===== src/hw/strap_pkg.sv =====
// Purpose: Shared constants for the option strap decoder.
// Assumes: A 40 MHz clock and 32-bit register words.
// Notes: A strap pin reads low when its jumper is fitted.
// Summary of operation
// RQ1 - Forced strap makes transceivers single-ended only; code takes sense line on the first edge after reset.
// RQ2 - Otherwise sense line picks differential or single-ended.
// RQ3 - No start straps: spin up after power-up.
// RQ4 - Motor strap alone: wait for Start Unit.
// RQ5 - Delay strap alone: wait ID times 12 s.
// RQ6 - Both straps: Start Unit, delay ignored.
// RQ7 - Write-lock strap refuses every medium write.
// RQ8 - Parity strap: no parity check, no report.
// RQ9 - Default: check parity and report result.
// RQ10 - Terminator power only with its strap fitted.
// RQ11 - Strap changes wait for the next power cycle.
// RQ12 - Fitted jumper reads asserted, open reads deasserted.
// RQ13 - Straps latched once at reset release.
package strap_pkg;
  localparam int unsigned CLK_HZ = 40_000_000;
  localparam int unsigned START_STEP_S = 12;
  localparam int unsigned START_STEP_CYCLES = START_STEP_S * CLK_HZ;
  // Register byte addresses.
  localparam logic [7:0] OFS_STRAPS = 8'h00;
  localparam logic [7:0] OFS_MODE = 8'h04;
  localparam logic [7:0] OFS_CMD = 8'h08;
  localparam logic [7:0] OFS_IRQ_STATUS = 8'h0c;
  localparam logic [7:0] OFS_IRQ_CLEAR = 8'h10;
  localparam logic [7:0] OFS_IRQ_ENABLE = 8'h14;
  localparam logic [7:0] OFS_PAR_COUNT = 8'h18;
  // Positions in the latched strap word.
  localparam int FLD_FORCE_SINGLE = 0;
  localparam int FLD_DELAY_START = 1;
  localparam int FLD_MOTOR_EN = 2;
  localparam int FLD_WL = 3;
  localparam int FLD_PARITY_OFF = 4;
  localparam int FLD_TERM_PWR = 5;
  localparam int FLD_SPARE = 6;
  localparam int FLD_ID = 7;
  localparam int ID_W = 4;
  localparam int STRAP_W = FLD_ID + ID_W;
  // Command register bits.
  localparam int CMD_START = 0;
  localparam int CMD_STOP = 1;
  // Event bits in status, clear and enable registers.
  localparam int EV_SPIN_UP = 0;
  localparam int EV_PARITY = 1;
  localparam int EV_WR_REFUSED = 2;
  localparam int EV_SENSE = 3;
  localparam int NUM_EV = 4;
  localparam logic [NUM_EV-1:0] IRQ_ENABLE_RST = 4'h0;
  localparam logic [NUM_EV-1:0] IRQ_STATUS_RST = 4'h0;
  typedef enum logic [3:0] {
    ST_POWER = 4'h1,
    ST_DELAY = 4'h2,
    ST_WAIT_CMD = 4'h4,
    ST_RUN = 4'h8
  } spin_state_t;
endpackage


===== src/hw/option_strap_decoder.sv =====
// Purpose: Turns latched option straps into drive controls.
// Assumes: All inputs are synchronous to mclk_i.
// Notes: Registers sit on a plain strobe port, read data one
// cycle after the read strobe.
//
// The strobed register port and the register offsets were decided locally.
`timescale 1ns/100ps
module option_strap_decoder
  import strap_pkg::*;
#(
  parameter int unsigned STEP_CYCLES = START_STEP_CYCLES,
  parameter int CNT_W = 16
)
(
  input wire logic mclk_i,
  input wire logic rst_i,
  input wire logic force_single_ended_strap_n_i,
  input wire logic delay_start_strap_n_i,
  input wire logic motor_enable_strap_n_i,
  input wire logic write_lock_strap_n_i,
  input wire logic parity_disable_strap_n_i,
  input wire logic term_power_strap_n_i,
  input wire logic spare_strap_n_i,
  input wire logic [ID_W-1:0] bus_id_strap_n_i,
  input wire logic diff_sense_line_i,
  input wire logic power_up_done_i,
  input wire logic start_unit_i,
  input wire logic stop_unit_i,
  input wire logic write_req_i,
  input wire logic rx_valid_i,
  input wire logic [7:0] rx_data_i,
  input wire logic rx_parity_i,
  input wire logic [7:0] addr_i,
  input wire logic [31:0] wdata_i,
  input wire logic wr_i,
  input wire logic rd_i,
  output logic [31:0] rdata_o,
  output logic se_mode_o,
  output logic lvd_mode_o,
  output logic spindle_run_o,
  output logic term_power_en_o,
  output logic parity_check_en_o,
  output logic parity_err_o,
  output logic write_grant_o,
  output logic write_refuse_o,
  output logic irq_o
);
  logic [STRAP_W-1:0] pins_n;
  logic [STRAP_W-1:0] straps;
  logic straps_valid;
  logic forced_se;
  logic delay_start;
  logic motor_enable;
  logic write_lock;
  logic parity_off;
  logic term_power;
  logic [ID_W-1:0] bus_id;
  spin_state_t state;
  spin_state_t next_state;
  logic timer_start;
  logic timer_busy;
  logic timer_done;
  logic [ID_W-1:0] timer_left;
  logic cmd_start;
  logic cmd_stop;
  logic reg_wr_cmd;
  logic sense_prev;
  logic [NUM_EV-1:0] events;
  logic [NUM_EV-1:0] irq_status;
  logic [NUM_EV-1:0] irq_enable;
  logic [NUM_EV-1:0] clear_mask;
  logic [CNT_W-1:0] par_count;
  logic parity_bad;
  logic [31:0] next_rdata;

  // Gather the pins in strap word order for the latch.
  assign pins_n[FLD_FORCE_SINGLE] = force_single_ended_strap_n_i;
  assign pins_n[FLD_DELAY_START] = delay_start_strap_n_i;
  assign pins_n[FLD_MOTOR_EN] = motor_enable_strap_n_i;
  assign pins_n[FLD_WL] = write_lock_strap_n_i;
  assign pins_n[FLD_PARITY_OFF] = parity_disable_strap_n_i;
  assign pins_n[FLD_TERM_PWR] = term_power_strap_n_i;
  assign pins_n[FLD_SPARE] = spare_strap_n_i;
  assign pins_n[FLD_ID +: ID_W] = bus_id_strap_n_i;

  // One snapshot per reset keeps live jumper edits from acting.
  strap_latch #(
    .W(STRAP_W)
  ) u_latch (
    .mclk_i(mclk_i),
    .rst_i(rst_i),
    .pins_n_i(pins_n),
    .fitted_o(straps),
    .valid_o(straps_valid)
  );

  // Named views of the latched straps.
  assign forced_se = straps[FLD_FORCE_SINGLE];
  assign delay_start = straps[FLD_DELAY_START];
  assign motor_enable = straps[FLD_MOTOR_EN];
  assign write_lock = straps[FLD_WL];
  assign parity_off = straps[FLD_PARITY_OFF];
  assign term_power = straps[FLD_TERM_PWR];
  assign bus_id = straps[FLD_ID +: ID_W];

  // Start and stop arrive from the command decoder or software.
  assign reg_wr_cmd = wr_i && (addr_i == OFS_CMD);
  assign cmd_start = start_unit_i || (reg_wr_cmd && wdata_i[CMD_START]);
  assign cmd_stop = stop_unit_i || (reg_wr_cmd && wdata_i[CMD_STOP]);

  // Spindle sequencing; the motor strap wins over the delay strap.
  always_comb
  begin
    next_state = state;
    timer_start = 1'b0;
    unique case (state)
      ST_POWER:
      begin
        if (straps_valid && power_up_done_i)
        begin
          if (motor_enable)
            next_state = ST_WAIT_CMD; // RQ4 RQ6
          else if (delay_start)
          begin
            next_state = ST_DELAY; // RQ5
            timer_start = 1'b1;
          end
          else
            next_state = ST_RUN; // RQ3
        end
      end
      ST_DELAY:
      begin
        if (timer_done || cmd_start)
          next_state = ST_RUN; // RQ5
      end
      ST_WAIT_CMD:
      begin
        if (cmd_start)
          next_state = ST_RUN; // RQ4 RQ6
      end
      ST_RUN:
      begin
        if (cmd_stop)
          next_state = ST_WAIT_CMD;
      end
      default:
        next_state = ST_POWER;
    endcase
  end

  // State register of the spindle sequencer.
  always_ff @(posedge mclk_i or posedge rst_i)
  begin
    if (rst_i)
      state <= ST_POWER;
    else
      state <= next_state;
  end

  // Bus ID times the step delay; ID zero runs out at once.
  spin_delay #(
    .STEP_CYCLES(STEP_CYCLES),
    .IDW(ID_W)
  ) u_delay (
    .mclk_i(mclk_i),
    .rst_i(rst_i),
    .start_i(timer_start),
    .steps_i(bus_id),
    .busy_o(timer_busy),
    .done_o(timer_done),
    .left_o(timer_left)
  );

  // Spindle drive follows the sequencer state.
  always_ff @(posedge mclk_i or posedge rst_i)
  begin
    if (rst_i)
      spindle_run_o <= 1'b0;
    else
      spindle_run_o <= (next_state == ST_RUN); // RQ3 RQ5
  end

  // Transceiver mode; the sense line is live bus state, not a strap.
  always_ff @(posedge mclk_i or posedge rst_i)
  begin
    if (rst_i)
    begin
      se_mode_o <= 1'b1;
      lvd_mode_o <= 1'b0;
      sense_prev <= 1'b0;
    end
    else
    begin
      sense_prev <= diff_sense_line_i;
      if (forced_se)
      begin
        se_mode_o <= 1'b1; // RQ1
        lvd_mode_o <= 1'b0; // RQ1
      end
      else
      begin
        se_mode_o <= !diff_sense_line_i; // RQ2
        lvd_mode_o <= diff_sense_line_i; // RQ2
      end
    end
  end

  // Terminator power and parity enable are plain strap levels.
  always_ff @(posedge mclk_i or posedge rst_i)
  begin
    if (rst_i)
    begin
      term_power_en_o <= 1'b0;
      parity_check_en_o <= 1'b0;
    end
    else
    begin
      term_power_en_o <= straps_valid && term_power; // RQ10
      parity_check_en_o <= straps_valid && !parity_off; // RQ8 RQ9
    end
  end

  // Odd parity over the byte and its parity bit.
  assign parity_bad = !(^{rx_data_i, rx_parity_i});

  // Parity report pulse and running error count.
  always_ff @(posedge mclk_i or posedge rst_i)
  begin
    if (rst_i)
    begin
      parity_err_o <= 1'b0;
      par_count <= '0;
    end
    else
    begin
      parity_err_o <= 1'b0;
      if (rx_valid_i && parity_check_en_o && parity_bad) // RQ8 RQ9
      begin
        parity_err_o <= 1'b1; // RQ9
        if (par_count != '1)
          par_count <= par_count + 1'b1;
      end
    end
  end

  // Write requests are granted or refused with one pulse each.
  always_ff @(posedge mclk_i or posedge rst_i)
  begin
    if (rst_i)
    begin
      write_grant_o <= 1'b0;
      write_refuse_o <= 1'b0;
    end
    else
    begin
      write_grant_o <= write_req_i && straps_valid && !write_lock; // RQ7
      write_refuse_o <= write_req_i && (write_lock || !straps_valid); // RQ7
    end
  end

  // Events that feed the sticky status bits.
  assign events[EV_SPIN_UP] = (next_state == ST_RUN) && (state != ST_RUN);
  assign events[EV_PARITY] = rx_valid_i && parity_check_en_o && parity_bad;
  assign events[EV_WR_REFUSED] = write_req_i &&
                                 (write_lock || !straps_valid);
  assign events[EV_SENSE] = straps_valid && !forced_se &&
                            (sense_prev != diff_sense_line_i);

  // Clear mask from a write to the clear register.
  assign clear_mask = (wr_i && (addr_i == OFS_IRQ_CLEAR)) ?
                      wdata_i[NUM_EV-1:0] : '0;

  // Sticky status; a new event beats a clear in the same cycle.
  always_ff @(posedge mclk_i or posedge rst_i)
  begin
    if (rst_i)
      irq_status <= IRQ_STATUS_RST;
    else
      irq_status <= (irq_status & ~clear_mask) | events;
  end

  // Interrupt enable register.
  always_ff @(posedge mclk_i or posedge rst_i)
  begin
    if (rst_i)
      irq_enable <= IRQ_ENABLE_RST;
    else if (wr_i && (addr_i == OFS_IRQ_ENABLE))
      irq_enable <= wdata_i[NUM_EV-1:0];
  end

  // Level interrupt, one cycle behind the status it reflects.
  always_ff @(posedge mclk_i or posedge rst_i)
  begin
    if (rst_i)
      irq_o <= 1'b0;
    else
      irq_o <= |(irq_status & irq_enable);
  end

  // Read mux; unmapped and write-only addresses read as zero.
  always_comb
  begin
    next_rdata = 32'h0;
    unique case (addr_i)
      OFS_STRAPS:
        next_rdata[STRAP_W-1:0] = straps;
      OFS_MODE:
      begin
        next_rdata[3:0] = state;
        next_rdata[4] = timer_busy;
        next_rdata[5] = se_mode_o;
        next_rdata[6] = lvd_mode_o;
        next_rdata[7] = spindle_run_o;
        next_rdata[8] = straps_valid;
        next_rdata[12 +: ID_W] = timer_left;
      end
      OFS_IRQ_STATUS:
        next_rdata[NUM_EV-1:0] = irq_status;
      OFS_IRQ_ENABLE:
        next_rdata[NUM_EV-1:0] = irq_enable;
      OFS_PAR_COUNT:
        next_rdata[CNT_W-1:0] = par_count;
      default:
        next_rdata = 32'h0;
    endcase
  end

  // Read data stands only in the cycle after the read strobe.
  always_ff @(posedge mclk_i or posedge rst_i)
  begin
    if (rst_i)
      rdata_o <= 32'h0;
    else if (rd_i)
      rdata_o <= next_rdata;
    else
      rdata_o <= 32'h0;
  end
endmodule


===== src/hw/strap_latch.sv =====
// Purpose: Catches the jumper straps once after reset release.
// Assumes: Pins are steady while reset is released.
// Notes: Later pin changes are ignored until the next reset.
`timescale 1ns/100ps
module strap_latch
#(
  parameter int W = 11
)
(
  input wire logic mclk_i,
  input wire logic rst_i,
  input wire logic [W-1:0] pins_n_i,
  output logic [W-1:0] fitted_o,
  output logic valid_o
);
  // Takes one snapshot on the first edge after reset, then holds.
  always_ff @(posedge mclk_i or posedge rst_i)
  begin
    if (rst_i)
    begin
      fitted_o <= '0;
      valid_o <= 1'b0;
    end
    else if (!valid_o)
    begin
      fitted_o <= ~pins_n_i; // RQ12
      valid_o <= 1'b1; // RQ13 RQ11
    end
  end
endmodule


===== src/hw/spin_delay.sv =====
// Purpose: Counts a number of fixed start steps.
// Assumes: start_i is a one-cycle pulse.
// Notes: Zero steps finishes on the second edge.
`timescale 1ns/100ps
module spin_delay
#(
  parameter int unsigned STEP_CYCLES = 480_000_000,
  parameter int IDW = 4
)
(
  input wire logic mclk_i,
  input wire logic rst_i,
  input wire logic start_i,
  input wire logic [IDW-1:0] steps_i,
  output logic busy_o,
  output logic done_o,
  output logic [IDW-1:0] left_o
);
  logic [31:0] cyc;

  // Cycle counter nested inside the step counter.
  always_ff @(posedge mclk_i or posedge rst_i)
  begin
    if (rst_i)
    begin
      busy_o <= 1'b0;
      done_o <= 1'b0;
      left_o <= '0;
      cyc <= 32'h0;
    end
    else
    begin
      done_o <= 1'b0;
      if (start_i)
      begin
        busy_o <= 1'b1;
        left_o <= steps_i;
        cyc <= 32'h0;
      end
      else if (busy_o)
      begin
        if (left_o == '0)
        begin
          busy_o <= 1'b0;
          done_o <= 1'b1;
        end
        else if (cyc == 32'(STEP_CYCLES - 1))
        begin
          cyc <= 32'h0;
          left_o <= left_o - 1'b1;
        end
        else
          cyc <= cyc + 32'h1;
      end
    end
  end
endmodule


===== config.mk =====
export PLATFORM = sky130hd
export DESIGN_NAME = option_strap_decoder
export DESIGN_NICKNAME = d
export VERILOG_FILES = /design/src/hw/strap_pkg.sv /design/src/hw/option_strap_decoder.sv /design/src/hw/strap_latch.sv /design/src/hw/spin_delay.sv
export SDC_FILE = /design/constraint.sdc
export NUM_CORES = 1
export LEC_CHECK = 0
export ABC_AREA = 1
export BUFFER_PORTS_ARGS = -buffer_cell sky130_fd_sc_hd__buf_2
export CORE_AREA = 2 2 135 137
export DETAILED_ROUTE_END_ITERATION = 10
export DIE_AREA = 0 0 137 139
export GPL_ROUTABILITY_DRIVEN = 1
export SLEW_MARGIN = 20
export SYNTH_ARGS = -nofsm -noshare
export SYNTH_HDL_FRONTEND = slang
export SYNTH_SLANG_ARGS = --single-unit

===== constraint.sdc =====
create_clock -name mclk_i -period 10.59 [get_ports mclk_i]
set_input_delay 2.118 -clock mclk_i [delete_from_list [all_inputs] [get_ports mclk_i]]
set_output_delay 2.118 -clock mclk_i [all_outputs]
set_load 0.03 [all_outputs]

Word-level counts from Yosys, hierarchy flattened

Cells that the tools add are included.

Bits in registers: 120
Input bits: 70
Output and inout port bits: 41
Word-level logic and storage cells: 115

Add/subtract/negate cells: 3
Eq/ne operators: 16
Multiplexer cells: 35
Bitwise gates (word level): 5
Reduce and logical (&&, ||, !) cells: 35

Operator list:

| cell                    | count |
|---|---|
| $mux W32                | 4 |
| $mux W4                 | 11 |
| $add A32 B1 Y32 const B | 1 |
| $eq A32 B29 Y1 const B  | 1 |
| $eq A8 B5 Y1 const B    | 3 |
| $pmux W4 S5             | 1 |
| $add A16 B1 Y16 const B | 1 |
| $eq A8 B4 Y1 const B    | 2 |
| $logic_and A1 B1 Y1     | 16 |
| $mux W16                | 1 |
| $ne A16 B16 Y1 const B  | 1 |
| $pmux W4 S4             | 1 |
| $pmux W5 S3             | 1 |
| $mux W1                 | 14 |
| $not A11 Y11            | 1 |
| $reduce_xor A9 Y1       | 1 |
| $and A4 B4 Y4           | 2 |
| $eq A4 B4 Y1 const B    | 2 |
| $eq A8 B3 Y1 const B    | 1 |
| $logic_not A8 Y1        | 1 |
| $pmux W4 S2             | 1 |
| $logic_not A1 Y1        | 6 |
| $eq A4 B1 Y1 const B    | 1 |
| $eq A4 B2 Y1 const B    | 1 |
| 14 further kinds        | 19 |

Depth between registers and ports, before layout

Gate-level depths: netlist (run 1).

Depth after elaboration: 10
Mapped depth: 12
Gate-level depth less buffers: 11

Modules after synthesis

Synthesis (run 1) repeated with hierarchy kept, for this count alone.

Cell total of the unflattened synthesis: 827
Area total of the unflattened synthesis: 6063.3 um2

Modules (own cells, without submodules):

| module               | times used | cells an instance | area each (um2) | seq. area each (um2) |
|---|---|---|---|---|
| option_strap_decoder | 1          | 397               | 3057.9          | 1353.8 |
| spin_delay           | 1          | 392               | 2553.7          | 950.9 |
| strap_latch          | 1          | 38                | 451.7           | 300.3 |

Worst setup path before layout (run 1)

Ideal clock, no wire load.

Path kind: input port to flip-flop
Start: input port power_up_done_i
End: register u_delay.cyc[4]
Library setup time: 134 ps
Arrival time: 3083 ps
Required time: 10456 ps
Setup slack: 7373 ps
Cell stages on the path: 9
Path buffers: 2
Cells stage by stage: nand2_1 -> nor3_1 -> nand2_2 -> nand2_2 -> buf_4 -> buf_2 -> nand3_1 -> nand2_1 -> nor2_1

Cells in the longest elaborated chain, start to end: 5
Elaborated cells between the ends (all ways): 7
Those cells by class: 1 x eq/ne; 3 x mux; 3 x reduce/logical

Ends and longest elaborated chain:

| item                                                                | RTL line                    | text |
|---|---|---|
| from (decl)                                                         | option_strap_decoder.sv:26  | `input wire logic power_up_done_i,` |
| $logic_and A1 B1 Y1 *                                               | option_strap_decoder.sv:119 | `if (straps_valid && power_up_done_i)` |
| $mux W1 *                                                           | option_strap_decoder.sv:119 |  |
| $mux W1 *                                                           | option_strap_decoder.sv:116 | `unique case (state)` |
| $ne A2 B2 Y1 (no source line) or $reduce_bool A2 Y1 (tied branches) | -                           |  |
| $reduce_and A2 Y1 (no source line)                                  | -                           |  |
| to (signal assigned)                                                | spin_delay.sv:53            | `cyc <= cyc + 32'h1;` |
| to (decl)                                                           | spin_delay.sv:19            | `logic [31:0] cyc;` |

Every way passes the cells marked *; elsewhere a longest branch is shown, timed or not.
A chain may end at the register's enable or synchronous reset.

Worst setup path after layout (run 1)

Start: input port power_up_done_i
End: register u_delay.cyc[3]

The elaborated chain is that of the path after synthesis.

==> results of run 1 <==
worst max-delay path, cell delays in order:
cell,delay [ns]
buf_2,0.08
nand2_1,0.09
nor3_1,0.21
nand2_2,0.38
nand2_2,0.68
inv_1,0.41
nor2_1,0.23
xor2_1,0.16
nor2_1,0.06
layout by cell type (no fill, tap or decap), types with 2 or more instances in the layout:
cell type and count:
nor2_2 3, clkbuf_16 9, buf_2 66, o31ai_1 2, nor3_1 29, nor4_1 2, nand2_2 4, nand4_4 2
inv_8 2, xor2_1 22, dfstp_2 2, nor2_1 105, o221ai_1 2, nand2_1 262, conb_1 17, nand3b_1 2
or2_2 2, a21oi_1 17, inv_6 2, nand4_1 25, ha_1 4, inv_1 96, o21ai_0 51, nor2_4 3
xnor2_1 9, o21ai_1 2, nand3_1 66, dfrtp_1 102
final cells by class:
class | count | area [um^2]
inverter | 98 | 370.4
fill | 1912 | 10770
clock buffer | 9 | 225.2
sequential | 104 | 2605
clock inverter | 7 | 83.83
antenna | 1 | 2.502
tap | 229 | 286.5
timing repair buffer | 67 | 341.6
multi-input combinational | 635 | 2970
flip-flops by register name, indices dropped and copies added (netlist names), 4 cells and up:
name / count
rdata_o: 16
state: 4
u_latch.fitted_o: 11
u_delay.left_o: 4
irq_status: 4
par_count: 16
irq_enable: 4
u_delay.cyc: 32
metrics by stage:
step,power (mW),util [%],hold WS (ns),instances
final,1.073,39.00,0.4655,1150
after global routing,1.146,39.00,0.4790,1150
after CTS,1.084,38.96,0.4546,1149
after detailed placement,0.7277,37.21,0.4437,1133
after global placement,0.7240,37.21,0.4528,1133
after floorplan,0.6753,-,0.4151,870
worst paths after layout:
kind	end
min in group asynchronous	rdata_o[5]
max in group asynchronous	irq_enable[0]
min	parity_check_en_o
max reg2reg	u_delay.cyc[3]
max	u_delay.cyc[3]
min reg2reg	parity_check_en_o
synth_stat cells (all sizes together), types with 2 or more instances:
cell type	n	area, um^2
a21oi	17	85.08
buf	25	176.4
clkbuf	8	30.03
conb	2	7.510
dfrtp	102	2552
dfstp	2	52.55
ha	4	50.05
inv	98	367.9
nand2	266	1008
nand3	66	330.3
nand3b	2	15.01
nand4	27	198.9
nor2	111	446.7
nor3	29	145.1
nor4	2	12.51
o21ai	53	265.3
o221ai	2	17.52
o31ai	2	15.01
or2	2	12.51
xnor2	9	78.83
xor2	22	192.7
power by group:
part / leakage [nW] / switching (mW) / internal (mW)
Combinational: 1.82 / 0.163 / 0.0702
Clock: 0.154 / 0.164 / 0.189
Sequential: 1.36 / 0.0438 / 0.443
Total: 3.34 / 0.371 / 0.702
kinds of logic after synthesis:
group / share of synthesized area, %
and+or+nand+nor: 35.61
AOI/OAI and AO/OA: 6.817
DFF: 42.75
other: 0.1232
adders and majority gates: 0.8214
buffers and inverters: 9.425
xor gates and xnor gates: 4.456
per-layer routing:
metal  vias up  routed length (um)  global-route usage, %
li1       2815                   -                      -
met3        21                 660                  3.838
met4         0                 299                  5.155
met2       132                7071                  25.87
met5         -                   0                      0
met1      2578                7281                  23.53
==> qor.yml, run 1 <==
crit_type: "in -> reg"
postRouteAntennaNets: 0
drc: 0
final_area_um2: 6885
start_util_pct: 34.51
synthDistinctLibCells: 33
drv_slew: 0
relSlewSlack_pct: 42.06
grt.total_usage_pct: 16.84
p_leak_nw: 3.341
drive_above_1_share_pct: 10.98
vias_per_cell: 4.823
dpl.hpwl_um: 11430
antenna_found_initial: 1
grt_pass1_wl_um: 25520
r2r_cells: 8
critPathMaxFanout: 39
ys_seq_elements: 104
areaGrowthSynthToFinish_pct: 13.00
drv_cap: 0
cts.sinks: 104
r2r_slack_ns: 7.38
crit_arrival_ns: 4.44
max-clock-path-buffers: 2
outcome: "complete, no violations"
wl_um: 15310
ir_worst_vdd_uv: 87.61
synthArstFlopShare_pct: 100.0
syn_area_um2: 6093
post_cts_buffers: 0
grt_overflow: 0
htreeDepth: 3
cp-startpoint: "power_up_done_i"
post-route-min-period_ns: 4.216
synth_edf_count: 0
path_clk_slew_ns: 0.08
setup_slack_ns: 6.374
chipHeight_um: 139
min_path_cells: 1
setup_viol: 0
syn_avg_cell_area_um2: 7.127
hold_violations: 0
grt_max_degree: 82
worstPathRequired_ns: 10.81
post_cts_resized: 0
synthCells: 855
skew_ns: 0.01145
fp.coreArea_um2: 17660
die-area_um2: 19040
clock.fmax_mhz: 237.2
clk_latency_ns: 0.36
timing.final.crit_share_pct: 39.82
cp-start-kind: "primary input"
first_pass_iters: 6
cts_hold_buf: 0
io_buffers: 66
wl_per_cell_um: 13.32
holdCritStartpoint: "u_latch.fitted_o[4]"
rsz0062_at_grt: "false"
placed_area_um2: 6570
nets: 989
powerDensity_nw_per_um2: 155.8
root_buffer: "clkbuf_16"
synth_seq_area_share_pct: 42.75
tns_ns: 0
hp-class: "reg -> reg"
io_pins: 111
dp_slack_ns: 5.978
drtIter0Drc: 409
die_w_um: 137
place.gp.congestion: 0.9187
tritoncts: "yes"
row_count: 49
end_kind: "flop"
timing.rr.start: "u_latch.valid_o"
tightest_slew_ns: 0.8660
cts_buffers: 9
synth-main-ff-cell: "dfrtp_1"
vias: 5546
grt_pass1_vias: 5122
yosysWarnings: 0
Power figures use the tool's default switching activity.
==> inputs of run 2 (changes only) <==
- clock period: 10.59 -> 3.8 ns (I/O delays scaled with it)
==> run 2 against run 1 <==
  * Sequential share of layout area decreased by 0.21 points
  * Power increased to 2.8 times the previous value
  * Critical path depth increased by 1
  * Hold slack improved by 0.0085 ns
  * Largest power group unchanged
  * Sequential cell count stayed put
  * Count of clock-buffer cells in the layout unchanged
  * Global-route usage increased by 0.46 points
  * Wire length increased by 2.7%
  * Clock skew grew 0.0048 ns
  * Die area did not move
==> qor.yml, run 2 (synthesis results as in run 1) <==
areaGrowthSynthToFinish_pct: 13.61
path_clk_slew_ns: 0.08
fp.coreArea_um2: 17660
holdCritStartpoint: "u_latch.fitted_o[4]"
n_antenna_cell: 0
first_pass_iters: 5
relSlewSlack_pct: 37.66
tightest_slew_ns: 0.9317
r2r_slack_ns: 1.65
drtIter0Drc: 395
rsz0062_at_grt: "false"
clock.fmax_mhz: 465.6
io_pins: 111
clk_latency_ns: 0.36
row_count: 49
ir_worst_vdd_uv: 231.4
whs_ns: 0.4739
r2r_end: "u_delay.left_o[3]"
nets: 994
max-clock-path-buffers: 2
postRouteAntennaNets: 0
hold_violations: 0
post_cts_resized: 0
p_leak_nw: 3.357
drive_above_1_share_pct: 11.46
vias: 5542
drv_slew: 0
skew_ns: 0.01623
grt.total_usage_pct: 17.30
grt_pass1_wl_um: 26000
r2r_cells: 10
grt_overflow: 0
place.gp.congestion: 0.9360
hp-class: "reg -> reg"
cts_buffers: 9
end_kind: "flop"
final_area_um2: 6923
powerDensity_nw_per_um2: 430.1
cts.sinks: 104
mostFrequentLayoutCell: "nand2_1"
die-area_um2: 19040
timing.final.crit_share_pct: 56.52
top_regs: "u_delay.cyc (32), par_count (16), rdata_o (16)"
final_cell_mix: "nand2_1, nor2_1, dfrtp_1, inv_1"
vias_per_cell: 4.802
largest_reg_flops: 32
drv_cap: 0
final_core_util_pct: 39.21
power_mw: 2.977
drc: 0
start_util_pct: 34.51
setup_viol: 0
io_buffers: 66
worstPathRequired_ns: 4.04
post-route-min-period_ns: 2.148
die_w_um: 137
critPathMaxFanout: 9
crit_type: "reg -> reg"
chipHeight_um: 139
tritoncts: "yes"
cts_hold_buf: 0
cp-start-kind: "flop"
root_buffer: "clkbuf_16"
grt_pass1_vias: 5215
whs_endpoint: "parity_check_en_o"
top_register: "u_delay.cyc"
placed_area_um2: 6620
nFillCells: 1883
min_path_cells: 1
timing.rr.start: "u_delay.cyc[0]"
crit_arrival_ns: 2.39
antenna_found_initial: 0
outcome: "complete, no violations"
grt_max_degree: 70
post_cts_buffers: 0
htreeDepth: 3
dpl.hpwl_um: 11700
tns_ns: 0
wl_um: 15730
wl_per_cell_um: 13.63
==> run 2: critical path, cell delays in order (launching register included) <==
cell and delay [ns]:
dfrtp_1 0.41, ha_1 0.25, nand2_1 0.11, nor2_1 0.25
nand2_1 0.16, nor2_1 0.12, nand2_1 0.25, nand2_1 0.17
nand3_1 0.14, nand2_1 0.09, o21ai_0 0.07
==> run 2: worst max path at each step <==
stage	slack, ns	cells after the start	start	end
floorplan	0.31	1	rst_i	irq_enable[0]
global placement	1.37	10	power_up_done_i	u_delay.cyc[9]
detailed placement	1.35	10	power_up_done_i	u_delay.cyc[9]
CTS	1.67	10	u_delay.cyc[0]	u_delay.left_o[3]
global route	1.45	10	u_delay.cyc[0]	u_delay.left_o[3]
finish	1.65	10	u_delay.cyc[0]	u_delay.left_o[3]
==> run 2: cell type report <==
class,instances,area (um^2),share of cell area (%)
tap,229,286.5,4.139
multi-input combinational,635,2970,42.91
timing repair buffer,72,387.9,5.603
inverter,98,370.4,5.350
clock inverter,7,77.57,1.121
sequential,104,2605,37.63
clock buffer,9,225.2,3.253
==> run 2: per-layer routing <==
metal / share of wire [%] / global-route usage [%] / vias up / wire length (um)
li1: - / - / 2822 / -
met1: 47 / 23.61 / 2594 / 7393
met2: 47 / 27.91 / 116 / 7436
met3: 4.4 / 3.582 / 10 / 700
met4: 1.3 / 4.395 / 0 / 203
met5: 0 / 0 / - / 0
==> run 2: power by group <==
group / switching [mW] / internal (mW) / total [mW]
clock: 0.474 / 0.466 / 0.939
sequential: 0.124 / 1.23 / 1.36
combinational: 0.465 / 0.215 / 0.680
total: 1.06 / 1.92 / 2.98
==> run 2: per-stage QoR <==
step / setup slack, ns / cells
2_1_floorplan: 0.3111 / 870
3_3_place_gp: 1.367 / 1138
3_5_place_dp: 1.353 / 1138
4_1_cts: 1.667 / 1154
5_1_grt: 1.448 / 1154
6_report: 1.652 / 1154
==> inputs of run 3 (changes only) <==
- clock period: 3.8 -> 2.2 ns (I/O delays scaled with it)
==> run 3 against run 2 <==
  * First-iteration DRC count up 17%
  * Count of clock-buffer cells in the layout stayed put
  * Worst setup slack worse by 1.4 ns
  * Sequential power is 73% higher
  * Utilization grew 0.67 points
  * Register-to-register slack lost 1.4 ns
==> qor.yml, run 3 (synthesis results as in run 1) <==
crit_type: "reg -> reg"
end_kind: "flop"
rsz0062_at_grt: "false"
post_cts_resized: 0
grt_pass1_vias: 5274
grt_max_degree: 50
post_cts_buffers: 0
drv_cap: 0
grt_overflow: 0
areaGrowthSynthToFinish_pct: 15.56
fp.coreArea_um2: 17660
timing.final.crit_share_pct: 86.63
powerDensity_nw_per_um2: 754.9
p_leak_nw: 3.426
ir_worst_vdd_uv: 398.0
tns_ns: 0
path_clk_slew_ns: 0.08
post-route-min-period_ns: 1.906
top_register: "u_delay.cyc"
chipHeight_um: 139
clk_latency_ns: 0.36
drive_above_1_share_pct: 12.50
row_count: 49
setup_viol: 0
r2r_end: "u_delay.cyc[20]"
mostFrequentLayoutCell: "nand2_1"
dp_slack_ns: 0.2755
relSlewSlack_pct: 63.91
drtIter0Drc: 463
r2r_cells: 10
worstPathRequired_ns: 2.46
n_antenna_cell: 0
outcome: "complete, no violations"
start_util_pct: 34.51
wl_um: 16010
r2r_slack_ns: 0.29
skew_ns: 0.01002
cp-start-kind: "flop"
tightest_slew_ns: 0.5402
setup_slack_ns: 0.2942
whs_ns: 0.1220
io_pins: 111
io_buffers: 66
timing.rr.start: "u_delay.left_o[0]"
power_mw: 5.316
die-area_um2: 19040
grt.total_usage_pct: 17.64
drv_slew: 0
dpl.hpwl_um: 12150
placed_area_um2: 6716
vias_per_cell: 4.786
cts.sinks: 104
cts_hold_buf: 0
htreeDepth: 3
die_w_um: 137
clock.fmax_mhz: 524.7
drc: 0
hold_violations: 0
crit_arrival_ns: 2.16
place.gp.congestion: 0.9341
largest_reg_flops: 32
nets: 1005
root_buffer: "clkbuf_16"
max-clock-path-buffers: 2
vias: 5576
first_pass_iters: 5
final_cell_mix: "nand2_1, nor2_1, dfrtp_1, inv_1"
tritoncts: "yes"
cts_buffers: 9
wl_per_cell_um: 13.74
top_regs: "u_delay.cyc (32), par_count (16), rdata_o (16)"
antenna_found_initial: 0
critPathMaxFanout: 15
hp-class: "in -> async"
final_area_um2: 7042
postRouteAntennaNets: 0
grt_pass1_wl_um: 26390
-- run 3: changes by cell type in the layout (fill, tap and decap cells not counted), sizes merged --
cell    delta
buf       +11
bufinv     +1
inv        -1
-- run 3: critical path, cell delays in order, from the launching register on --
cell	delay, ns
dfrtp_1	0.39
inv_1	0.09
ha_1	0.21
nand3_1	0.10
nand2_1	0.12
nand2_2	0.29
nand3_1	0.17
nor2_1	0.22
nand3_1	0.10
nand2_1	0.07
nor2_1	0.04
-- run 3: metrics by stage --
step	util, %	instances
floorplan	-	870
global placement	38.04	1149
detailed placement	38.04	1149
CTS	39.88	1165
global route	39.88	1165
finish	39.88	1165
-- run 3: worst max path at each step --
stage | startpoint | end | slack [ns] | cells after the start
CTS | u_delay.left_o[0] | u_delay.cyc[20] | 0.26 | 10
detailed placement | u_delay.left_o[0] | u_delay.cyc[20] | 0.28 | 10
global route | u_delay.left_o[0] | u_delay.cyc[20] | 0.04 | 10
global placement | u_delay.left_o[0] | u_delay.cyc[20] | 0.27 | 10
finish | u_delay.left_o[0] | u_delay.cyc[20] | 0.29 | 10
floorplan | rst_i | irq_enable[0] | 0.52 | 1
-- run 3: power breakdown --
part / total [mW] / internal, mW / switching [mW]
Clock: 1.75 / 0.919 / 0.832
Sequential: 2.35 / 2.13 / 0.214
Combinational: 1.22 / 0.408 / 0.810
Total: 5.32 / 3.46 / 1.86
-- run 3: area by class of cell --
cell class                 count  area, um^2
fill                        1865       10620
multi-input combinational    635        2970
sequential                   104        2605
timing repair buffer          83       483.0
inverter                      98       371.6
tap                          229       286.5
clock buffer                   9       225.2
clock inverter                 7       100.1
-- run 3: layer usage --
layer	vias to the layer above	part of all wire, %	track usage, %
li1	2845	-	-
met4	0	1.6	5.643
met5	-	0	0
met3	16	4.3	3.034
met2	121	47	27.60
met1	2594	47	24.73
